<file path="src/rtl/ssrc_params.svh">
// constants of the synchronous rate clocking block: offsets, fields, resets, timing
// assumes an 8-bit register port with a 4-bit address and a 40 MHz core clock
`ifndef SSRC_PARAMS_SVH
`define SSRC_PARAMS_SVH
// register offsets
`define SSRC_OFS_DIVCTL   4'h0
`define SSRC_OFS_EXTRA    4'h1
`define SSRC_OFS_XFEROFS  4'h2
`define SSRC_OFS_QUADTST  4'h3
`define SSRC_OFS_TEST3    4'h4
`define SSRC_OFS_STATUS   4'h5
`define SSRC_OFS_RXPER    4'h6
`define SSRC_OFS_TXPER    4'h7
`define SSRC_OFS_PENDING  4'h8
// field positions
`define SSRC_SCF_MSB      6
`define SSRC_SCF_LSB      4
`define SSRC_XH_DT_BIT    3
`define SSRC_XH_ST_BIT    2
`define SSRC_XS_DT_BIT    1
`define SSRC_XS_ST_BIT    0
`define SSRC_DT_MODE_BIT  7
`define SSRC_OFS_MSB      5
`define SSRC_ROLE_BIT     7
`define SSRC_QUAD_EN_BIT  3
`define SSRC_ACTNEG_BIT   7
// reset values and limits
`define SSRC_RST_REG      8'h00
`define SSRC_OFS_MAX_DT   6'h3E
// timing
`define SSRC_CLK_PERIOD_PS     25000
`define SSRC_REF_MHZ           40
`define SSRC_QUAD_FACTOR       4
`define SSRC_RX_MIN_PERIOD_PS  12500
`define SSRC_REF_PER_CLK       (`SSRC_CLK_PERIOD_PS * `SSRC_REF_MHZ / 1000000)
`define SSRC_HALF_STEP_BASE    (8'(2 * `SSRC_REF_PER_CLK))
`define SSRC_HALF_STEP_QUAD    (8'(2 * `SSRC_QUAD_FACTOR * `SSRC_REF_PER_CLK))
`endif

</file>
<file path="src/rtl/ssrc_pkg.sv">
// types shared by the synchronous rate clocking block
// assumes nothing beyond a SystemVerilog compiler
package ssrc_pkg;
    typedef logic [7:0] ssrc_byte_type;   // one bus byte or register
    typedef logic [3:0] ssrc_addr_type;   // register index
    typedef enum {SND_IDLE, SND_HOLD} ssrc_send_state_type;
endpackage : ssrc_pkg

</file>
<file path="src/rtl/ssrc_buf_if.sv">
// handshake carrier between the send engine and its two-entry buffer
// assumes both ends run on the same clock
`timescale 1ns/1ps
`default_nettype none
interface ssrc_buf_if;
    import ssrc_pkg::*;
    logic          fill_valid;   // producer offers a byte
    logic          fill_ready;   // buffer has room
    ssrc_byte_type fill_data;    // byte offered
    logic          drain_valid;  // buffer holds a byte
    logic          drain_ready;  // consumer takes it
    ssrc_byte_type drain_data;   // oldest byte
    modport store (input fill_valid, fill_data, drain_ready, output fill_ready, drain_valid, drain_data);
    modport user  (output fill_valid, fill_data, drain_ready, input fill_ready, drain_valid, drain_data);
endinterface : ssrc_buf_if
`default_nettype wire

</file>
<file path="src/rtl/ssrc_rate_clocking.sv">
// synchronous transfer rate clocking for a parallel bus port: divider, extra clocks, offset credit
// assumes pins from the far party are asynchronous and pass two flops; one core clock
`include "ssrc_params.svh"
`timescale 1ns/1ps
`default_nettype none
module ssrc_rate_clocking (
    input  wire logic            CLK_IN,
    input  wire logic            RST_IN,
    input  wire ssrc_pkg::ssrc_addr_type REG_ADDR_IN,
    input  wire ssrc_pkg::ssrc_byte_type REG_WDATA_IN,
    input  wire logic            REG_WR_IN,
    input  wire logic            REG_RD_IN,
    output logic [7:0]           REG_RDATA_OUT,
    input  wire ssrc_pkg::ssrc_byte_type TX_DATA_IN,
    input  wire logic            TX_VALID_IN,
    output logic                 TX_READY_OUT,
    output logic                 SEND_STROBE_OUT,
    output logic [7:0]           SEND_DATA_OUT,
    input  wire logic            ACK_PIN_IN,
    input  wire logic            REQ_PIN_IN,
    input  wire ssrc_pkg::ssrc_byte_type RX_DATA_PIN_IN,
    output logic [7:0]           RX_DATA_OUT,
    output logic                 RX_VALID_OUT,
    output logic                 ROLE_TARGET_OUT,
    output logic                 QUAD_ENABLE_OUT,
    output logic                 ACTIVE_NEG_OUT
);
    import ssrc_pkg::*;

    // software registers
    ssrc_byte_type divctl_ff;     // divider control
    ssrc_byte_type extra_ff;      // extra setup and hold, DT mode
    ssrc_byte_type xferofs_ff;    // offset limit and role
    ssrc_byte_type quadtst_ff;    // quadrupler enable
    ssrc_byte_type test3_ff;      // active negation enable
    ssrc_byte_type rdata_ff;      // read answer
    // derived timing
    logic [7:0]    rx_period_ff;  // receive period, half input clocks
    logic [7:0]    tx_period_ff;  // send period, half input clocks
    logic [7:0]    send_period;
    logic [7:0]    rx_period;
    logic [7:0]    step;          // half input clocks per core cycle
    // send engine
    ssrc_send_state_type state_ff;
    logic [7:0]    count_ff;      // remaining half input clocks of this period
    logic [7:0]    half_ff;       // strobe release point for ST
    logic          strobe_ff;
    ssrc_byte_type sdata_ff;
    logic [6:0]    pending_ff;    // strobes not yet acknowledged
    logic          credit_ok;
    logic          issue;
    logic          dt_mode;
    // pin synchronisers
    logic          ack_meta_ff, ack_sync_ff, ack_prev_ff;
    logic          req_meta_ff, req_sync_ff, req_prev_ff;
    ssrc_byte_type rxd_meta_ff, rxd_sync_ff;
    logic          ack_evt;
    logic          rx_edge;
    ssrc_byte_type rx_data_ff;
    logic          rx_valid_ff;

    ssrc_buf_if txq ();

    // divisor in half input clocks, shared by send and receive timing
    function automatic logic [7:0] divisor_half(input logic [2:0] scf);
        logic [7:0] d;
        d = 8'h06;
        case (scf)
            3'h0:    d = 8'h06;
            3'h1:    d = 8'h02;
            3'h2:    d = 8'h03;
            3'h3:    d = 8'h04;
            3'h4:    d = 8'h06;
            3'h5:    d = 8'h08;
            3'h6:    d = 8'h0C;
            default: d = 8'h10;
        endcase
        return d;
    endfunction : divisor_half

    // send period in half input clocks
    function automatic logic [7:0] send_half(input logic [2:0] scf, input ssrc_byte_type x, input logic dt);
        logic [7:0] d;
        logic [7:0] sum;
        d   = divisor_half(scf);
        sum = 8'h00;
        if (dt) begin
            // all four extra clocks count, each worth half the divisor, a quarter of the DT base period
            sum = {7'h00, x[`SSRC_XH_DT_BIT]} + {7'h00, x[`SSRC_XH_ST_BIT]}
                + {7'h00, x[`SSRC_XS_DT_BIT]} + {7'h00, x[`SSRC_XS_ST_BIT]};
            return (d * (8'h04 + sum)) >> 1;
        end else begin
            // DT-edge bits are ignored for ST sends
            sum = {7'h00, x[`SSRC_XH_ST_BIT]} + {7'h00, x[`SSRC_XS_ST_BIT]};
            return d * (8'h04 + sum);
        end
    endfunction : send_half

    // receive period uses only the divisor and the mode
    function automatic logic [7:0] recv_half(input logic [2:0] scf, input logic dt);
        logic [7:0] d;
        d = divisor_half(scf);
        return dt ? (d << 1) : (d << 2);
    endfunction : recv_half

    assign dt_mode     = extra_ff[`SSRC_DT_MODE_BIT];
    assign send_period = send_half(divctl_ff[`SSRC_SCF_MSB:`SSRC_SCF_LSB], extra_ff, dt_mode);
    assign rx_period   = recv_half(divctl_ff[`SSRC_SCF_MSB:`SSRC_SCF_LSB], dt_mode);
    // quadrupler gives four input clocks per core cycle; faster rates saturate at one strobe a cycle
    assign step = quadtst_ff[`SSRC_QUAD_EN_BIT] ? `SSRC_HALF_STEP_QUAD : `SSRC_HALF_STEP_BASE;

    // register writes, accepted at any time so the engine may retune between moves
    always_ff @(posedge CLK_IN) begin
        if (RST_IN) begin
            divctl_ff  <= `SSRC_RST_REG;
            extra_ff   <= `SSRC_RST_REG;
            xferofs_ff <= `SSRC_RST_REG;
            quadtst_ff <= `SSRC_RST_REG;
            test3_ff   <= `SSRC_RST_REG;
        end else if (REG_WR_IN) begin
            if (REG_ADDR_IN == `SSRC_OFS_DIVCTL) begin
                divctl_ff <= REG_WDATA_IN;
            end else if (REG_ADDR_IN == `SSRC_OFS_EXTRA) begin
                extra_ff <= REG_WDATA_IN;
            end else if (REG_ADDR_IN == `SSRC_OFS_XFEROFS) begin
                xferofs_ff <= REG_WDATA_IN;
            end else if (REG_ADDR_IN == `SSRC_OFS_QUADTST) begin
                quadtst_ff <= REG_WDATA_IN;
            end else if (REG_ADDR_IN == `SSRC_OFS_TEST3) begin
                test3_ff <= REG_WDATA_IN;
            end
        end
    end

    // read answer stands one cycle, zero otherwise and for unmapped offsets
    always_ff @(posedge CLK_IN) begin
        if (RST_IN) begin
            rdata_ff <= 8'h00;
        end else if (!REG_RD_IN) begin
            rdata_ff <= 8'h00;
        end else if (REG_ADDR_IN == `SSRC_OFS_DIVCTL) begin
            rdata_ff <= divctl_ff;
        end else if (REG_ADDR_IN == `SSRC_OFS_EXTRA) begin
            rdata_ff <= extra_ff;
        end else if (REG_ADDR_IN == `SSRC_OFS_XFEROFS) begin
            rdata_ff <= xferofs_ff;
        end else if (REG_ADDR_IN == `SSRC_OFS_QUADTST) begin
            rdata_ff <= quadtst_ff;
        end else if (REG_ADDR_IN == `SSRC_OFS_TEST3) begin
            rdata_ff <= test3_ff;
        end else if (REG_ADDR_IN == `SSRC_OFS_STATUS) begin
            // fastest mode is only legal once active negation is on
            rdata_ff <= {2'h0, !credit_ok, txq.drain_valid, state_ff == SND_HOLD,
                         quadtst_ff[`SSRC_QUAD_EN_BIT] && test3_ff[`SSRC_ACTNEG_BIT] && dt_mode,
                         dt_mode, quadtst_ff[`SSRC_QUAD_EN_BIT]};
        end else if (REG_ADDR_IN == `SSRC_OFS_RXPER) begin
            rdata_ff <= rx_period_ff;
        end else if (REG_ADDR_IN == `SSRC_OFS_TXPER) begin
            rdata_ff <= tx_period_ff;
        end else if (REG_ADDR_IN == `SSRC_OFS_PENDING) begin
            rdata_ff <= {1'b0, pending_ff};
        end else begin
            rdata_ff <= 8'h00;
        end
    end

    // registered copies of the derived periods for software to check
    always_ff @(posedge CLK_IN) begin
        if (RST_IN) begin
            rx_period_ff <= 8'h00;
            tx_period_ff <= 8'h00;
        end else begin
            rx_period_ff <= rx_period;
            tx_period_ff <= send_period;
        end
    end

    // two-flop synchronisers on every far-party pin
    always_ff @(posedge CLK_IN) begin
        if (RST_IN) begin
            ack_meta_ff <= 1'b0;
            ack_sync_ff <= 1'b0;
            ack_prev_ff <= 1'b0;
            req_meta_ff <= 1'b0;
            req_sync_ff <= 1'b0;
            req_prev_ff <= 1'b0;
            rxd_meta_ff <= 8'h00;
            rxd_sync_ff <= 8'h00;
        end else begin
            ack_meta_ff <= ACK_PIN_IN;
            ack_sync_ff <= ack_meta_ff;
            ack_prev_ff <= ack_sync_ff;
            req_meta_ff <= REQ_PIN_IN;
            req_sync_ff <= req_meta_ff;
            req_prev_ff <= req_sync_ff;
            rxd_meta_ff <= RX_DATA_PIN_IN;
            rxd_sync_ff <= rxd_meta_ff;
        end
    end

    // DT counts both edges of a strobe, ST only the asserting edge
    assign ack_evt = (dt_mode ? (ack_sync_ff ^ ack_prev_ff) : (ack_sync_ff && !ack_prev_ff))
                     && (pending_ff != 7'h00);
    assign rx_edge = dt_mode ? (req_sync_ff ^ req_prev_ff) : (req_sync_ff && !req_prev_ff);

    // receive path never waits on the send timing
    always_ff @(posedge CLK_IN) begin
        if (RST_IN) begin
            rx_valid_ff <= 1'b0;
            rx_data_ff  <= 8'h00;
        end else begin
            rx_valid_ff <= rx_edge;
            if (rx_edge) begin
                rx_data_ff <= rxd_sync_ff;
            end
        end
    end

    ssrc_skid_buffer u_txq (
        .clk_in (CLK_IN),
        .rst_in (RST_IN),
        .bus    (txq)
    );
    assign txq.fill_valid = TX_VALID_IN;
    assign txq.fill_data  = TX_DATA_IN;

    // offset credit; a zero offset blocks synchronous sending entirely
    assign credit_ok = ({1'b0, pending_ff} < {2'h0, xferofs_ff[`SSRC_OFS_MSB:0]});
    // a new strobe may start in the last cycle of the previous period
    assign txq.drain_ready = credit_ok && ((state_ff == SND_IDLE) || (count_ff <= step));
    assign issue = txq.drain_ready && txq.drain_valid;

    // send timing engine, same for initiator and target roles
    always_ff @(posedge CLK_IN) begin
        if (RST_IN) begin
            state_ff  <= SND_IDLE;
            count_ff  <= 8'h00;
            half_ff   <= 8'h00;
            strobe_ff <= 1'b0;
            sdata_ff  <= 8'h00;
        end else begin
            case (state_ff)
                SND_IDLE: begin
                    if (issue) begin
                        state_ff  <= SND_HOLD;
                        count_ff  <= send_period;
                        half_ff   <= send_period >> 1;
                        strobe_ff <= dt_mode ? !strobe_ff : 1'b1;
                        sdata_ff  <= txq.drain_data;
                    end else if (!dt_mode) begin
                        strobe_ff <= 1'b0;
                    end
                end
                SND_HOLD: begin
                    if (issue) begin
                        count_ff  <= send_period;
                        half_ff   <= send_period >> 1;
                        strobe_ff <= dt_mode ? !strobe_ff : 1'b1;
                        sdata_ff  <= txq.drain_data;
                    end else if (count_ff <= step) begin
                        // period over and nothing to send
                        state_ff <= SND_IDLE;
                        count_ff <= 8'h00;
                        if (!dt_mode) begin
                            strobe_ff <= 1'b0;
                        end
                    end else begin
                        count_ff <= count_ff - step;
                        // ST strobe is released halfway through its period
                        if (!dt_mode && ((count_ff - step) <= half_ff)) begin
                            strobe_ff <= 1'b0;
                        end
                    end
                end
                default: begin
                    state_ff <= SND_IDLE;
                end
            endcase
        end
    end

    // unacknowledged transfer count; issue and acknowledge in one cycle cancel
    always_ff @(posedge CLK_IN) begin
        if (RST_IN) begin
            pending_ff <= 7'h00;
        end else if (issue && !ack_evt) begin
            pending_ff <= pending_ff + 7'h01;
        end else if (ack_evt && !issue) begin
            pending_ff <= pending_ff - 7'h01;
        end
    end

    assign REG_RDATA_OUT   = rdata_ff;
    assign TX_READY_OUT    = txq.fill_ready;
    assign SEND_STROBE_OUT = strobe_ff;
    assign SEND_DATA_OUT   = sdata_ff;
    assign RX_DATA_OUT     = rx_data_ff;
    assign RX_VALID_OUT    = rx_valid_ff;
    assign ROLE_TARGET_OUT = xferofs_ff[`SSRC_ROLE_BIT];
    assign QUAD_ENABLE_OUT = quadtst_ff[`SSRC_QUAD_EN_BIT];
    assign ACTIVE_NEG_OUT  = test3_ff[`SSRC_ACTNEG_BIT];

    AST_DIV_WRITE: assert property (@(posedge CLK_IN) disable iff (RST_IN)
        (REG_WR_IN && REG_ADDR_IN == `SSRC_OFS_DIVCTL && !dt_mode && REG_WDATA_IN[6:4] == 3'h7)
        |=> ##1 (rx_period_ff == 8'h40))
        else $error("divide by eight not reflected in receive period");
    AST_DECODE: assert property (@(posedge CLK_IN) disable iff (RST_IN)
        (!dt_mode && divctl_ff[6:4] == 3'h2) |-> (rx_period == 8'h0C))
        else $error("divide by one and a half decoded wrong");
    AST_RX_INDEP: assert property (@(posedge CLK_IN) disable iff (RST_IN)
        (REG_WR_IN && REG_ADDR_IN == `SSRC_OFS_EXTRA && REG_WDATA_IN[7] == dt_mode)
        |=> ##1 $stable(rx_period_ff))
        else $error("extra clocks changed the receive period");
    AST_RX_RATE_DT: assert property (@(posedge CLK_IN) disable iff (RST_IN)
        (dt_mode && divctl_ff[6:4] == 3'h1) |-> (rx_period == 8'h04))
        else $error("DT receive period not twice the divisor");
    AST_DT_PERIOD: assert property (@(posedge CLK_IN) disable iff (RST_IN)
        (dt_mode && divctl_ff[6:4] == 3'h1 && extra_ff[3:0] == 4'hF) |-> (send_period == 8'h08))
        else $error("DT send period with all extra clocks wrong");
    AST_ST_IGNORES_DT: assert property (@(posedge CLK_IN) disable iff (RST_IN)
        (!dt_mode && divctl_ff[6:4] == 3'h3 && extra_ff[2] && !extra_ff[0]) |-> (send_period == 8'h14))
        else $error("ST send period affected by DT-edge bits or hold lost");
    AST_CREDIT: assert property (@(posedge CLK_IN) disable iff (RST_IN)
        ({1'b0, pending_ff} >= {2'h0, xferofs_ff[5:0]}) |-> !issue)
        else $error("strobe issued at the offset limit");
    AST_PENDING_UP: assert property (@(posedge CLK_IN) disable iff (RST_IN)
        (issue && !ack_evt) |=> (pending_ff == $past(pending_ff) + 7'h01) && (state_ff == SND_HOLD))
        else $error("outstanding count did not follow a strobe");
    AST_QUAD_RESET: assert property (@(posedge CLK_IN)
        $past(RST_IN) && !RST_IN |-> !QUAD_ENABLE_OUT && (step == `SSRC_HALF_STEP_BASE))
        else $error("quadrupler active after reset");
    AST_RX_ACCEPT: assert property (@(posedge CLK_IN) disable iff (RST_IN)
        rx_edge |=> RX_VALID_OUT && (RX_DATA_OUT == $past(rxd_sync_ff)))
        else $error("receive strobe dropped");
    AST_READBACK: assert property (@(posedge CLK_IN) disable iff (RST_IN)
        (REG_RD_IN && REG_ADDR_IN == `SSRC_OFS_XFEROFS) |=> (REG_RDATA_OUT == $past(xferofs_ff)))
        else $error("offset register read back wrong");
    AST_SPACING: assert property (@(posedge CLK_IN) disable iff (RST_IN)
        (issue && !dt_mode && send_period == 8'h10 && !quadtst_ff[3]) |=> !issue [*7])
        else $error("ST strobes closer than the send period");

    COV_DT_SEND: cover property (@(posedge CLK_IN) disable iff (RST_IN) issue && dt_mode);
    COV_LIMIT:   cover property (@(posedge CLK_IN) disable iff (RST_IN) !credit_ok && txq.drain_valid);
    COV_RX_BUSY: cover property (@(posedge CLK_IN) disable iff (RST_IN) rx_edge && state_ff == SND_HOLD);
    COV_QUAD:    cover property (@(posedge CLK_IN) disable iff (RST_IN) issue && QUAD_ENABLE_OUT);
endmodule : ssrc_rate_clocking
`default_nettype wire

</file>
<file path="src/rtl/ssrc_skid_buffer.sv">
// two-entry buffer holding send bytes until the rate engine takes them
// assumes synchronous active-high reset on the shared clock
`timescale 1ns/1ps
`default_nettype none
module ssrc_skid_buffer (
    input  wire logic   clk_in,
    input  wire logic   rst_in,
    ssrc_buf_if.store   bus
);
    import ssrc_pkg::*;
    ssrc_byte_type mem_ff [2];   // storage entries
    logic          wr_ptr_ff;    // next entry to fill
    logic          rd_ptr_ff;    // next entry to drain
    logic [1:0]    count_ff;     // entries in use
    logic          ready_ff;     // registered room flag
    logic          push;
    logic          pop;
    logic [1:0]    nxt_count;

    assign push = bus.fill_valid && ready_ff;
    assign pop  = bus.drain_ready && (count_ff != 2'h0);
    assign nxt_count = count_ff + {1'b0, push} - {1'b0, pop};
    assign bus.fill_ready  = ready_ff;
    assign bus.drain_valid = (count_ff != 2'h0);
    assign bus.drain_data  = mem_ff[rd_ptr_ff];

    // occupancy and ready; ready is registered so the top drives it from a flop
    always_ff @(posedge clk_in) begin
        if (rst_in) begin
            count_ff  <= 2'h0;
            ready_ff  <= 1'b0;
            wr_ptr_ff <= 1'b0;
            rd_ptr_ff <= 1'b0;
        end else begin
            count_ff  <= nxt_count;
            ready_ff  <= (nxt_count != 2'h2);
            wr_ptr_ff <= wr_ptr_ff ^ push;
            rd_ptr_ff <= rd_ptr_ff ^ pop;
        end
    end

    // data entries need no reset, valid is tracked by count
    always_ff @(posedge clk_in) begin
        if (push) begin
            mem_ff[wr_ptr_ff] <= bus.fill_data;
        end
    end

    AST_BUF_NO_OVERFLOW: assert property (@(posedge clk_in) disable iff (rst_in) count_ff != 2'h3)
        else $error("buffer occupancy beyond two");
endmodule : ssrc_skid_buffer
`default_nettype wire

</file>
<file path="config.mk">
export PLATFORM = sky130hd
export DESIGN_NAME = ssrc_rate_clocking
export DESIGN_NICKNAME = d
export VERILOG_FILES = /design/src/rtl/ssrc_pkg.sv /design/src/rtl/ssrc_buf_if.sv /design/src/rtl/ssrc_rate_clocking.sv /design/src/rtl/ssrc_skid_buffer.sv
export VERILOG_INCLUDE_DIRS = /design/src /design/src/rtl
export SDC_FILE = /design/constraint.sdc
export NUM_CORES = 1
export LEC_CHECK = 0
export BUFFER_PORTS_ARGS = -buffer_cell sky130_fd_sc_hd__buf_2
export CORE_MARGIN = 2
export CORE_UTILIZATION = 55
export CTS_CLUSTER_SIZE = 20
export DETAILED_ROUTE_END_ITERATION = 7
export PLACE_DENSITY = 0.75
export SLEW_MARGIN = 10
export SYNTH_ARGS = -nofsm -noshare
export SYNTH_HDL_FRONTEND = slang
export SYNTH_SLANG_ARGS = --single-unit
</file>
<file path="constraint.sdc">
create_clock -name CLK_IN -period 4.5 [get_ports CLK_IN]
set_input_delay 0.675 -clock CLK_IN [delete_from_list [all_inputs] [get_ports CLK_IN]]
set_output_delay 0.675 -clock CLK_IN [all_outputs]
set_load 0.05 [all_outputs]
</file>
==> run_summary.xml, run 1 <==
<?xml version="1.0" encoding="UTF-8"?>
<metrics>
  <group name="timing">
    <metric name="worstMarginPinSlew" unit="ns">1.07</metric>
    <metric name="timing.final.max_slew_violations" unit="">0</metric>
    <metric name="timing.final.crit_period" unit="ns">4.16</metric>
    <metric name="final-setup-viol-count" unit="">0</metric>
    <metric name="final_tns_setup" unit="ns">0</metric>
    <metric name="max_freq" unit="MHz">240</metric>
    <metric name="grt_setup_unrepaired" unit="">no</metric>
    <metric name="timing.max_slew.rel_slack" unit="">0.281</metric>
    <metric name="worst_clock_skew" unit="ns">0.00796</metric>
    <metric name="timing_hold_violations_final" unit="">0</metric>
    <metric name="hold_ws" unit="ns">0.424</metric>
    <metric name="period_share" unit="">0.925</metric>
  </group>
  <group name="route">
    <metric name="route.final.wire_length" unit="mm">17.1</metric>
    <metric name="wire_per_inst" unit="um">16.5</metric>
    <metric name="route.vias.total" unit="">5988</metric>
    <metric name="viasPerCell" unit="">5.79</metric>
    <metric name="drtAntennaViolNets" unit="">0</metric>
    <metric name="dr.first_iter.drc_count" unit="">556</metric>
    <metric name="drt_drc_violations_left" unit="">0</metric>
    <metric name="dr.pass1.iters" unit="">5</metric>
  </group>
  <group name="floorplan">
    <metric name="std_cell_rows" unit="">42</metric>
    <metric name="die-height" unit="um">120</metric>
    <metric name="fp.dieArea" unit="um^2">14400</metric>
    <metric name="num_io_pins" unit="">65</metric>
    <metric name="die-width" unit="um">120</metric>
    <metric name="core-area" unit="um^2">13200</metric>
    <metric name="initial_utilization" unit="">0.562</metric>
  </group>
  <group name="critical_path">
    <metric name="timing.critical_path.from" unit="">extra_ff[0]</metric>
    <metric name="worstSetupPathDepth" unit="">14</metric>
    <metric name="worstPathRequired" unit="ns">4.86</metric>
    <metric name="worstSetupPathType" unit="">flip-flop to flip-flop</metric>
    <metric name="timing.critical_path.to_type" unit="">flip-flop</metric>
    <metric name="critical-path-slowest-cell" unit="">sky130_fd_sc_hd__fa_1</metric>
    <metric name="cp_bufs_invs" unit="">1</metric>
    <metric name="r2r.worst_path.cells" unit="">14</metric>
    <metric name="critical_path_arrival" unit="ns">4.52</metric>
    <metric name="critPathTopFamily" unit="">adder cells</metric>
    <metric name="worst_setup_path_start_kind" unit="">flip-flop</metric>
    <metric name="timing.critical_path.cells" unit="">fa_1 -&gt; ha_1 -&gt; ha_1 -&gt; o21ai_0 -&gt; fa_1 -&gt; fa_1 -&gt; inv_1 -&gt; ha_1 -&gt; a21o_1 -&gt; a21oi_1 -&gt; xnor2_1 -&gt; o21ai_0 -&gt; or2_2 -&gt; a31oi_1</metric>
    <metric name="r2r_start" unit="">extra_ff[0]</metric>
    <metric name="worst_r2r_dst" unit="">count_ff[5]</metric>
    <metric name="path_max_fanout" unit="">9</metric>
    <metric name="crit_path_end" unit="">count_ff[5]</metric>
    <metric name="timing.critical_path.slowest_cell_delay" unit="ns">0.55</metric>
    <metric name="reg2reg_setup_slack" unit="ns">0.34</metric>
  </group>
  <group name="flow_run">
    <metric name="max_cap_viol_count" unit="">0</metric>
  </group>
  <group name="pwr">
    <metric name="static_leakage" unit="nW">3.69</metric>
    <metric name="power_per_cell_area" unit="nW/um^2">464</metric>
    <metric name="irDropWorstVdd" unit="V">0.000405</metric>
  </group>
  <group name="layout">
    <metric name="n_fill_cell" unit="">1108</metric>
    <metric name="drive_above_1_share" unit="">0.129</metric>
    <metric name="largest_register_ff_count" unit="">16</metric>
    <metric name="area_of_the_multi_input_gates" unit="um^2">4010</metric>
    <metric name="final_cell_mix" unit="">130 x sky130_fd_sc_hd__dfxtp_1, 110 x sky130_fd_sc_hd__nor2_1, 65 x sky130_fd_sc_hd__mux2i_1, 63 x sky130_fd_sc_hd__buf_2, 54 x sky130_fd_sc_hd__ha_1</metric>
    <metric name="flow.area_growth_from_synthesis" unit="%">12.8</metric>
    <metric name="sequential_cell_area" unit="um^2">3080</metric>
    <metric name="final_common_cell" unit="">sky130_fd_sc_hd__dfxtp_1</metric>
    <metric name="largest-register" unit="">u_txq.mem_ff</metric>
    <metric name="design.final.nets" unit="">944</metric>
    <metric name="antenna_cells" unit="">0</metric>
  </group>
  <group name="clocking">
    <metric name="cts_setup_buffers" unit="">0</metric>
    <metric name="tritoncts" unit="">yes</metric>
    <metric name="cts_root_buf" unit="">sky130_fd_sc_hd__clkbuf_16</metric>
    <metric name="insertion_delay" unit="ns">0.44</metric>
    <metric name="hold_buffers" unit="">0</metric>
    <metric name="cts_repair_resize_count" unit="">0</metric>
    <metric name="clock_tree.htree_level_count" unit="">4</metric>
    <metric name="clk_pin_slew" unit="ns">0.06</metric>
    <metric name="cts_sinks" unit="">146</metric>
    <metric name="number_of_buffers_added_by_the_clock_tree_synthesis_step" unit="">17</metric>
    <metric name="clk_path_buf_depth" unit="">2</metric>
  </group>
  <group name="grt">
    <metric name="grt_usage" unit="">0.254</metric>
    <metric name="grt_max_degree" unit="">87</metric>
    <metric name="grt_first_pass_wirelength" unit="mm">28.8</metric>
    <metric name="initial_antenna_violation_count" unit="">1</metric>
    <metric name="grt_overflow_total" unit="">0</metric>
    <metric name="first_global_vias" unit="">5945</metric>
  </group>
  <group name="synthesis">
    <metric name="netlist.area_leader.share" unit="">0.351</metric>
    <metric name="synth-main-ff-cell" unit="">sky130_fd_sc_hd__dfxtp_1</metric>
    <metric name="synth_area_leaders" unit="">sky130_fd_sc_hd__dfxtp_1 35%, sky130_fd_sc_hd__ha_1 9.1%, sky130_fd_sc_hd__mux2i_1 8.8%</metric>
    <metric name="yosys.area.top_type" unit="">sky130_fd_sc_hd__dfxtp_1</metric>
    <metric name="synth_seq_cells" unit="">146</metric>
    <metric name="post_synthesis_instance_area" unit="um^2">7420</metric>
    <metric name="synth-edff-count" unit="">16</metric>
    <metric name="post_synth_num_cell_types" unit="">60</metric>
    <metric name="post_synth.cell_area_avg" unit="um^2">9.34</metric>
    <metric name="synth_sequential_area_ratio" unit="">0.416</metric>
    <metric name="ys_async_sr_fraction" unit="">0</metric>
    <metric name="post_synth_inst_count" unit="">794</metric>
    <metric name="synthesis.yosys.warnings" unit="">0</metric>
  </group>
  <group name="placement">
    <metric name="detailed_place_hpwl" unit="mm">12.2</metric>
    <metric name="gp_congestion" unit="">0.936</metric>
    <metric name="buffer_ports.inserted" unit="">64</metric>
  </group>
  <group name="worst_hold_path">
    <metric name="worstHoldPathType" unit="">input pin to flip-flop</metric>
  </group>
  <group name="status">
    <metric name="outcome" unit="">complete, no violations</metric>
  </group>
</metrics>
==> logic make-up after synthesis <==
| family | after synthesis | synth area share |
|---|---|---|
| AND/OR/NAND/NOR | 259 | 0.168 |
| multiplexers | 72 | 0.101 |
| adder cells (fa/ha/maj) | 65 | 0.119 |
| AO/OA/AOI/OAI | 145 | 0.123 |
| XOR/XNOR | 23 | 0.0272 |
| buffers and inverters | 82 | 0.0442 |
| other | 2 | 0.00101 |
| flip-flops | 146 | 0.416 |
==> worst min-delay path by stage <==
stage                        start  slack (ns)                 end  cells past startpoint
finish               TX_DATA_IN[1]        0.42  u_txq.mem_ff[1][1]                      1
global route         TX_DATA_IN[1]        0.42  u_txq.mem_ff[1][1]                      1
CTS                  TX_DATA_IN[1]        0.42  u_txq.mem_ff[1][1]                      1
detailed placement     ack_meta_ff        0.42         ack_sync_ff                      1
global placement    rxd_meta_ff[7]        0.42      rxd_sync_ff[7]                      1
floorplan              ack_meta_ff        0.41         ack_sync_ff                      1
==> area by class of cell <==
type / instances / share of cell area
clock inverter: 15 / 0.0130
sequential: 146 / 0.369
multi-input combinational: 568 / 0.480
inverter: 45 / 0.0203
clock buffer: 17 / 0.0509
tap: 176 / 0.0263
timing repair buffer: 67 / 0.0413
==> where the power goes <==
group / internal (mW) / total (mW) / switching (mW)
registers: 1.45 / 1.56 / 0.110
logic: 0.386 / 1.04 / 0.659
clock network: 0.703 / 1.27 / 0.570
total: 2.54 / 3.88 / 1.34
==> layer usage <==
layer  share of wire  track usage  up-vias  wire, um
li1                -            -     2853         -
met1            0.43        0.312     2866      7300
met2            0.48        0.415      224      8170
met3           0.064       0.0632       45      1100
met4           0.032        0.124        0       546
met5               0            0        -         0
==> Yosys cell counts (3+ instances only) <==
cell type	n
sky130_fd_sc_hd__xnor2_1	14
sky130_fd_sc_hd__dfxtp_1	130
sky130_fd_sc_hd__ha_1	54
sky130_fd_sc_hd__a32oi_1	3
sky130_fd_sc_hd__nor2_1	110
sky130_fd_sc_hd__mux2i_1	65
sky130_fd_sc_hd__nand3_1	12
sky130_fd_sc_hd__o22ai_1	5
sky130_fd_sc_hd__or3_1	3
sky130_fd_sc_hd__a22oi_1	3
sky130_fd_sc_hd__a21o_1	7
sky130_fd_sc_hd__and3_1	6
sky130_fd_sc_hd__nand3b_1	3
sky130_fd_sc_hd__nor4_1	3
sky130_fd_sc_hd__a21oi_1	43
sky130_fd_sc_hd__buf_1	6
sky130_fd_sc_hd__buf_2	9
sky130_fd_sc_hd__nand2b_1	9
sky130_fd_sc_hd__inv_1	44
sky130_fd_sc_hd__mux2_2	5
sky130_fd_sc_hd__nor2b_1	36
sky130_fd_sc_hd__edfxtp_1	16
sky130_fd_sc_hd__a31oi_1	11
sky130_fd_sc_hd__a221oi_1	3
sky130_fd_sc_hd__xor2_1	9
sky130_fd_sc_hd__fa_1	10
sky130_fd_sc_hd__nand2_1	43
sky130_fd_sc_hd__o21ai_0	35
sky130_fd_sc_hd__and2_1	14
sky130_fd_sc_hd__a211oi_1	19
sky130_fd_sc_hd__clkbuf_1	21
sky130_fd_sc_hd__nor3_1	7
==> through the flow <==
stage / utilization / area, um^2 / setup WS (ns) / power (mW) / instances
floorplan: - / 7420 / 0.510 / 2.38 / 796
global placement: 0.594 / 7830 / 0.456 / 2.58 / 1002
detailed placement: 0.594 / 7830 / 0.357 / 2.62 / 1002
CTS: 0.634 / 8370 / 0.323 / 3.89 / 1034
global route: 0.634 / 8370 / 0.0311 / 4.09 / 1034
finish: 0.634 / 8370 / 0.337 / 3.88 / 1034
Power figures use the tool's default switching activity.
==> run 2, diff against run 1 <==
- PLACE_DENSITY: 0.75 -> 0.74
==> run 2 against run 1 <==
Die area unchanged. Register-to-register slack about the same. Critical path depth unchanged. Maximum frequency down 0.18%. Sequential cell count did not move. Global-route usage is 0.22 points lower. Clock power is 4% higher.
==> run_summary.xml, run 2 (synthesis gave the netlist of run 1 again) <==
<?xml version="1.0" encoding="UTF-8"?>
<metrics>
  <group name="status">
    <metric name="outcome" unit="">complete, no violations</metric>
  </group>
  <group name="critical_path">
    <metric name="timing.critical_path.cells" unit="">fa_1 -&gt; ha_1 -&gt; ha_1 -&gt; or3_1 -&gt; o21ai_0 -&gt; ha_1 -&gt; fa_1 -&gt; fa_1 -&gt; a21o_1 -&gt; a21oi_1 -&gt; xnor2_1 -&gt; o21ai_0 -&gt; or2_2 -&gt; a31oi_1</metric>
    <metric name="r2r_start" unit="">extra_ff[0]</metric>
    <metric name="worst_setup_path_start_kind" unit="">flip-flop</metric>
    <metric name="reg2reg_setup_slack" unit="ns">0.33</metric>
    <metric name="worstPathRequired" unit="ns">4.84</metric>
    <metric name="r2r.worst_path.cells" unit="">14</metric>
    <metric name="worst_r2r_dst" unit="">count_ff[5]</metric>
    <metric name="path_max_fanout" unit="">9</metric>
    <metric name="critical-path-slowest-cell" unit="">sky130_fd_sc_hd__fa_1</metric>
    <metric name="timing.critical_path.to_type" unit="">flip-flop</metric>
    <metric name="critPathTopFamily" unit="">adder cells</metric>
    <metric name="critical_path_arrival" unit="ns">4.52</metric>
    <metric name="worstSetupPathType" unit="">flip-flop to flip-flop</metric>
    <metric name="timing.critical_path.slowest_cell_delay" unit="ns">0.54</metric>
    <metric name="timing.critical_path.from" unit="">extra_ff[0]</metric>
    <metric name="cp_bufs_invs" unit="">0</metric>
  </group>
  <group name="route">
    <metric name="dr.pass1.iters" unit="">5</metric>
    <metric name="drt_drc_violations_left" unit="">0</metric>
    <metric name="drtAntennaViolNets" unit="">0</metric>
    <metric name="wire_per_inst" unit="um">16.7</metric>
    <metric name="route.final.wire_length" unit="mm">17.3</metric>
    <metric name="route.vias.total" unit="">5916</metric>
    <metric name="viasPerCell" unit="">5.72</metric>
    <metric name="dr.first_iter.drc_count" unit="">570</metric>
  </group>
  <group name="timing">
    <metric name="worst_clock_skew" unit="ns">0.00450</metric>
    <metric name="final_tns_setup" unit="ns">0</metric>
    <metric name="max_freq" unit="MHz">240</metric>
    <metric name="timing_hold_violations_final" unit="">0</metric>
    <metric name="timing.max_slew.rel_slack" unit="">0.296</metric>
    <metric name="worstMarginPinSlew" unit="ns">1.05</metric>
    <metric name="final-setup-viol-count" unit="">0</metric>
    <metric name="hold_ws" unit="ns">0.433</metric>
    <metric name="grt_setup_unrepaired" unit="">no</metric>
    <metric name="timing.final.crit_period" unit="ns">4.17</metric>
    <metric name="timing.final.max_slew_violations" unit="">0</metric>
    <metric name="period_share" unit="">0.927</metric>
  </group>
  <group name="pwr">
    <metric name="static_leakage" unit="nW">3.72</metric>
    <metric name="power_per_cell_area" unit="nW/um^2">471</metric>
    <metric name="irDropWorstVdd" unit="V">0.000466</metric>
    <metric name="total_power" unit="mW">3.95</metric>
  </group>
  <group name="clocking">
    <metric name="tritoncts" unit="">yes</metric>
    <metric name="clock_tree.htree_level_count" unit="">4</metric>
    <metric name="cts_setup_buffers" unit="">0</metric>
    <metric name="clk_pin_slew" unit="ns">0.06</metric>
    <metric name="hold_buffers" unit="">0</metric>
    <metric name="insertion_delay" unit="ns">0.43</metric>
    <metric name="cts_repair_resize_count" unit="">0</metric>
    <metric name="number_of_buffers_added_by_the_clock_tree_synthesis_step" unit="">17</metric>
    <metric name="cts_root_buf" unit="">sky130_fd_sc_hd__clkbuf_16</metric>
    <metric name="cts_sinks" unit="">146</metric>
    <metric name="clk_path_buf_depth" unit="">2</metric>
  </group>
  <group name="layout">
    <metric name="largest_register_ff_count" unit="">16</metric>
    <metric name="design.final.nets" unit="">944</metric>
    <metric name="sequential_cell_area" unit="um^2">3080</metric>
    <metric name="final_cell_mix" unit="">130 x sky130_fd_sc_hd__dfxtp_1, 110 x sky130_fd_sc_hd__nor2_1, 65 x sky130_fd_sc_hd__mux2i_1, 63 x sky130_fd_sc_hd__buf_2, 54 x sky130_fd_sc_hd__ha_1</metric>
    <metric name="utilization" unit="">0.636</metric>
    <metric name="antenna_cells" unit="">0</metric>
    <metric name="flow.area_growth_from_synthesis" unit="%">13.2</metric>
    <metric name="largest-register" unit="">u_txq.mem_ff</metric>
    <metric name="area_of_the_multi_input_gates" unit="um^2">4010</metric>
    <metric name="stdcell_count" unit="">1034</metric>
    <metric name="n_fill_cell" unit="">1101</metric>
    <metric name="drive_above_1_share" unit="">0.131</metric>
    <metric name="final_common_cell" unit="">sky130_fd_sc_hd__dfxtp_1</metric>
  </group>
  <group name="grt">
    <metric name="use_met1" unit="">0.300</metric>
    <metric name="globalRouteMet3Util" unit="">0.0608</metric>
    <metric name="grt_usage" unit="">0.252</metric>
    <metric name="grt_max_degree" unit="">85</metric>
    <metric name="highest_utilization_routing_layer_at_the_global_route_stage" unit="">met2</metric>
    <metric name="groute.layer.met2.usage" unit="">0.434</metric>
    <metric name="grt_overflow_total" unit="">0</metric>
    <metric name="initial_antenna_violation_count" unit="">0</metric>
    <metric name="first_global_vias" unit="">5936</metric>
    <metric name="grt_first_pass_wirelength" unit="mm">28.6</metric>
  </group>
  <group name="floorplan">
    <metric name="die-width" unit="um">120</metric>
    <metric name="initial_utilization" unit="">0.562</metric>
    <metric name="die-height" unit="um">120</metric>
    <metric name="std_cell_rows" unit="">42</metric>
    <metric name="core-area" unit="um^2">13200</metric>
    <metric name="fp.dieArea" unit="um^2">14400</metric>
    <metric name="num_io_pins" unit="">65</metric>
  </group>
  <group name="placement">
    <metric name="gp_congestion" unit="">0.898</metric>
    <metric name="buffer_ports.inserted" unit="">64</metric>
    <metric name="detailed_place_hpwl" unit="mm">12.5</metric>
    <metric name="dp_cells" unit="">1002</metric>
  </group>
  <group name="worst_hold_path">
    <metric name="worstHoldPathType" unit="">flip-flop to flip-flop</metric>
    <metric name="min_from" unit="">rxd_meta_ff[2]</metric>
    <metric name="holdPathEnd" unit="">rxd_sync_ff[2]</metric>
    <metric name="hold_depth" unit="">1</metric>
  </group>
  <group name="flow_run">
    <metric name="max_cap_viol_count" unit="">0</metric>
  </group>
</metrics>
[run 2: cell count changes in the layout (fill, tap and decap cells not counted)]
| cell | change |
|---|---|
| sky130_fd_sc_hd__clkinv_1 | -1 |
| sky130_fd_sc_hd__bufinv_16 | +1 |
| sky130_fd_sc_hd__clkinvlp_4 | -3 |
| sky130_fd_sc_hd__o21ai_1 | +1 |
| sky130_fd_sc_hd__o21ai_0 | -1 |
| sky130_fd_sc_hd__clkinv_4 | +3 |
| sky130_fd_sc_hd__clkinv_2 | +1 |
| sky130_fd_sc_hd__inv_6 | -1 |
[run 2: final cells by class]
type / instances / area share
Inverter: 45 / 0.0203
Tap cell: 176 / 0.0262
Clock inverter: 15 / 0.0161
Sequential cell: 146 / 0.367
Clock buffer: 17 / 0.0507
Multi-Input combinational cell: 568 / 0.478
Timing Repair Buffer: 67 / 0.0412
[run 2: where the power goes]
part | total (mW) | internal (mW) | switching (mW) | leakage (nW)
Clock | 1.32 | 0.762 | 0.562 | 0.275
Sequential | 1.56 | 1.45 | 0.107 | 1.20
Combinational | 1.06 | 0.388 | 0.676 | 2.24
Total | 3.95 | 2.60 | 1.34 | 3.72
[run 2: worst max path at each step]
| stage | cells past startpoint | endpoint | slack [ns] |
|---|---|---|---|
| 3_3_place_gp | 14 | count_ff[5] | 0.45 |
| 6_report | 14 | count_ff[5] | 0.33 |
| 3_5_place_dp | 14 | half_ff[5] | 0.29 |
| 4_1_cts | 14 | half_ff[5] | 0.29 |
| 2_1_floorplan | 17 | pending_ff[6] | 0.51 |
| 5_1_grt | 14 | half_ff[5] | 0.02 |
[run 2: metal layers]
metal | routed length, um | part of all wire
met5 | 0 | 0
met4 | 407 | 0.024
met3 | 1050 | 0.061
met2 | 8540 | 0.49
met1 | 7260 | 0.42
[run 2: per-stage QoR]
stage / area, um^2 / setup slack, ns
floorplan: 7420 / 0.510
global placement: 7830 / 0.448
detailed placement: 7830 / 0.291
CTS: 8390 / 0.287
global route: 8390 / 0.0192
finish: 8390 / 0.329
==> run 3, diff against run 2 <==
- CORE_UTILIZATION: 55 -> 54
- PLACE_DENSITY: 0.74 -> 0.76
- clock period: 4.5 -> 3.5 ns (I/O delays scaled with it)
==> run 3 against run 2 <==
The run now ends with setup timing left. Total power is 36% higher. Critical endpoint unchanged. Worst hold slack worse by 0.14 ns. Clock skew up 0.0042 ns. Sequential share of layout area fell by 1.9 points. Design area grew 5.8%. Cell count increased by 3.2%. Maximum frequency up 13%. Sequential cell count is the same. Global-route usage is 0.28 points higher. Largest cell class unchanged. Register-to-register slack worse by 0.51 ns. Utilization up 2.9 points.
==> run_summary.xml, run 3 (synthesis gave the netlist of run 1 again) <==
<?xml version="1.0" encoding="UTF-8"?>
<metrics>
  <group name="clocking">
    <metric name="hold_buffers" unit="">0</metric>
    <metric name="insertion_delay" unit="ns">0.42</metric>
    <metric name="number_of_buffers_added_by_the_clock_tree_synthesis_step" unit="">17</metric>
    <metric name="tritoncts" unit="">yes</metric>
    <metric name="clk_pin_slew" unit="ns">0.06</metric>
    <metric name="cts_root_buf" unit="">sky130_fd_sc_hd__clkbuf_16</metric>
    <metric name="cts_sinks" unit="">146</metric>
    <metric name="clk_path_buf_depth" unit="">2</metric>
    <metric name="clock_tree.htree_level_count" unit="">4</metric>
  </group>
  <group name="floorplan">
    <metric name="die-width" unit="um">121</metric>
    <metric name="fp.dieArea" unit="um^2">14700</metric>
    <metric name="num_io_pins" unit="">65</metric>
    <metric name="die-height" unit="um">121</metric>
    <metric name="initial_utilization" unit="">0.556</metric>
    <metric name="core-area" unit="um^2">13300</metric>
    <metric name="std_cell_rows" unit="">42</metric>
  </group>
  <group name="layout">
    <metric name="largest_register_ff_count" unit="">16</metric>
    <metric name="final_cell_mix" unit="">126 x sky130_fd_sc_hd__dfxtp_1, 110 x sky130_fd_sc_hd__nor2_1, 65 x sky130_fd_sc_hd__mux2i_1, 63 x sky130_fd_sc_hd__buf_2, 48 x sky130_fd_sc_hd__ha_1</metric>
    <metric name="flow.area_growth_from_synthesis" unit="%">19.7</metric>
    <metric name="stdcell_count" unit="">1067</metric>
    <metric name="design.final.nets" unit="">977</metric>
    <metric name="final_common_cell" unit="">sky130_fd_sc_hd__dfxtp_1</metric>
    <metric name="antenna_cells" unit="">0</metric>
    <metric name="post-route-cell-area" unit="um^2">8880</metric>
    <metric name="largest-register" unit="">u_txq.mem_ff</metric>
    <metric name="drive_above_1_share" unit="">0.195</metric>
  </group>
  <group name="critical_path">
    <metric name="timing.critical_path.cells" unit="">fa_1 -&gt; ha_2 -&gt; ha_4 -&gt; or3_1 -&gt; o21ai_1 -&gt; ha_1 -&gt; fa_2 -&gt; fa_2 -&gt; a21o_1 -&gt; a21oi_2 -&gt; xnor2_1 -&gt; o21ai_1 -&gt; or2_4 -&gt; a31oi_1</metric>
    <metric name="worst_setup_path_start_kind" unit="">flip-flop</metric>
    <metric name="critical-path-slowest-cell" unit="">sky130_fd_sc_hd__fa_1</metric>
    <metric name="path_max_fanout" unit="">8</metric>
    <metric name="critical_path_arrival" unit="ns">4.03</metric>
    <metric name="worstSetupPathType" unit="">flip-flop to flip-flop</metric>
    <metric name="timing.critical_path.slowest_cell_delay" unit="ns">0.49</metric>
    <metric name="worstPathRequired" unit="ns">3.84</metric>
    <metric name="r2r.worst_path.cells" unit="">14</metric>
    <metric name="timing.critical_path.to_type" unit="">flip-flop</metric>
  </group>
  <group name="timing">
    <metric name="timing.max_slew.rel_slack" unit="">0.331</metric>
    <metric name="timing_hold_violations_final" unit="">0</metric>
    <metric name="final-setup-viol-count" unit="">10</metric>
    <metric name="worst_clock_skew" unit="ns">0.00874</metric>
    <metric name="max_freq" unit="MHz">271</metric>
    <metric name="worst_slack" unit="ns">-0.186</metric>
    <metric name="timing.final.max_slew_violations" unit="">0</metric>
    <metric name="timing.final.crit_period" unit="ns">3.69</metric>
    <metric name="final_tns_setup" unit="ns">-0.980</metric>
    <metric name="grt_setup_unrepaired" unit="">yes</metric>
    <metric name="worstMarginPinSlew" unit="ns">0.997</metric>
    <metric name="period_share" unit="">1.05</metric>
  </group>
  <group name="placement">
    <metric name="buffer_ports.inserted" unit="">64</metric>
    <metric name="gp_congestion" unit="">0.900</metric>
    <metric name="detailed_place_hpwl" unit="mm">12.7</metric>
    <metric name="placedInstanceArea" unit="um^2">8130</metric>
    <metric name="dp_cells" unit="">1033</metric>
  </group>
  <group name="route">
    <metric name="dr.first_iter.drc_count" unit="">572</metric>
    <metric name="viasPerCell" unit="">5.69</metric>
    <metric name="route.final.wire_length" unit="mm">17.9</metric>
    <metric name="wire_per_inst" unit="um">16.8</metric>
    <metric name="drt_drc_violations_left" unit="">0</metric>
    <metric name="route.vias.total" unit="">6069</metric>
    <metric name="drtAntennaViolNets" unit="">0</metric>
    <metric name="dr.pass1.iters" unit="">5</metric>
  </group>
  <group name="grt">
    <metric name="first_global_vias" unit="">6087</metric>
    <metric name="grt_first_pass_wirelength" unit="mm">29.2</metric>
    <metric name="grt_max_degree" unit="">79</metric>
    <metric name="initial_antenna_violation_count" unit="">0</metric>
    <metric name="grt_usage" unit="">0.254</metric>
    <metric name="grt_overflow_total" unit="">0</metric>
  </group>
  <group name="pwr">
    <metric name="power_per_cell_area" unit="nW/um^2">606</metric>
    <metric name="irDropWorstVdd" unit="V">0.000555</metric>
    <metric name="static_leakage" unit="nW">3.93</metric>
  </group>
  <group name="status">
    <metric name="outcome" unit="">complete, but fails checks</metric>
    <metric name="violations" unit="">setup timing</metric>
  </group>
  <group name="worst_hold_path">
    <metric name="hold_depth" unit="">1</metric>
    <metric name="worstHoldPathType" unit="">input pin to flip-flop</metric>
  </group>
  <group name="flow_run">
    <metric name="max_cap_viol_count" unit="">0</metric>
  </group>
</metrics>
-- run 3: final timing paths --
path	startpoint	end	slack (ns)
worst max-delay path	extra_ff[3]	count_ff[5]	-0.19
worst min-delay path	TX_DATA_IN[3]	u_txq.mem_ff[0][3]	0.29
worst max register to register	extra_ff[3]	count_ff[5]	-0.19
worst min register to register	rxd_meta_ff[3]	rxd_sync_ff[3]	0.43
-- run 3: power breakdown --
part / internal, mW / leakage [nW] / switching (mW)
combinational: 0.542 / 2.42 / 0.882
clock: 1.23 / 0.312 / 0.706
sequential: 1.87 / 1.21 / 0.147
total: 3.64 / 3.93 / 1.74
-- run 3: what timing repair did --
item                                   CTS  global route
gates cloned                             0             0
setup buffers                            1             1
gates resized for setup                  7            16
endpoints found under the hold margin    0             0
setup endpoints to repair               10            20
pin swaps                                7             8
-- run 3: worst max-delay path, delay by kind of cell (launching register included) --
| family | cells | cell delay (ns) |
|---|---|---|
| flip-flops | 1 | 0.33 |
| XOR/XNOR | 1 | 0.12 |
| AND/OR/NAND/NOR | 2 | 0.55 |
| AO/OA/AOI/OAI | 5 | 0.63 |
| adder cells (fa/ha/maj) | 6 | 1.98 |
-- run 3: metrics by stage --
stage               setup WS, ns   util  power (mW)  hold WS (ns)
floorplan                 -0.127      -        3.08         0.414
global placement          -0.169  0.609        3.35         0.420
detailed placement        -0.235  0.609        3.41         0.424
CTS                       -0.185  0.660        5.35         0.277
global route              -0.380  0.665        5.63         0.274
finish                    -0.186  0.665        5.38         0.293
-- run 3: layer usage --
layer	GRT usage	part of all wire
met2	0.434	0.49
met4	0.132	0.032
met3	0.0606	0.054
met5	0	0
met1	0.297	0.42
-- run 3: cell type report --
| cell class | instances | area, um^2 |
|---|---|---|
| flip-flops and latches | 146 | 3090 |
| fillers | 1040 | 4470 |
| clock inverters | 10 | 143 |
| multi-input cells | 568 | 4160 |
| inverters | 45 | 174 |
| repair buffers | 100 | 593 |
| clock buffers | 22 | 497 |
| well taps | 176 | 220 |
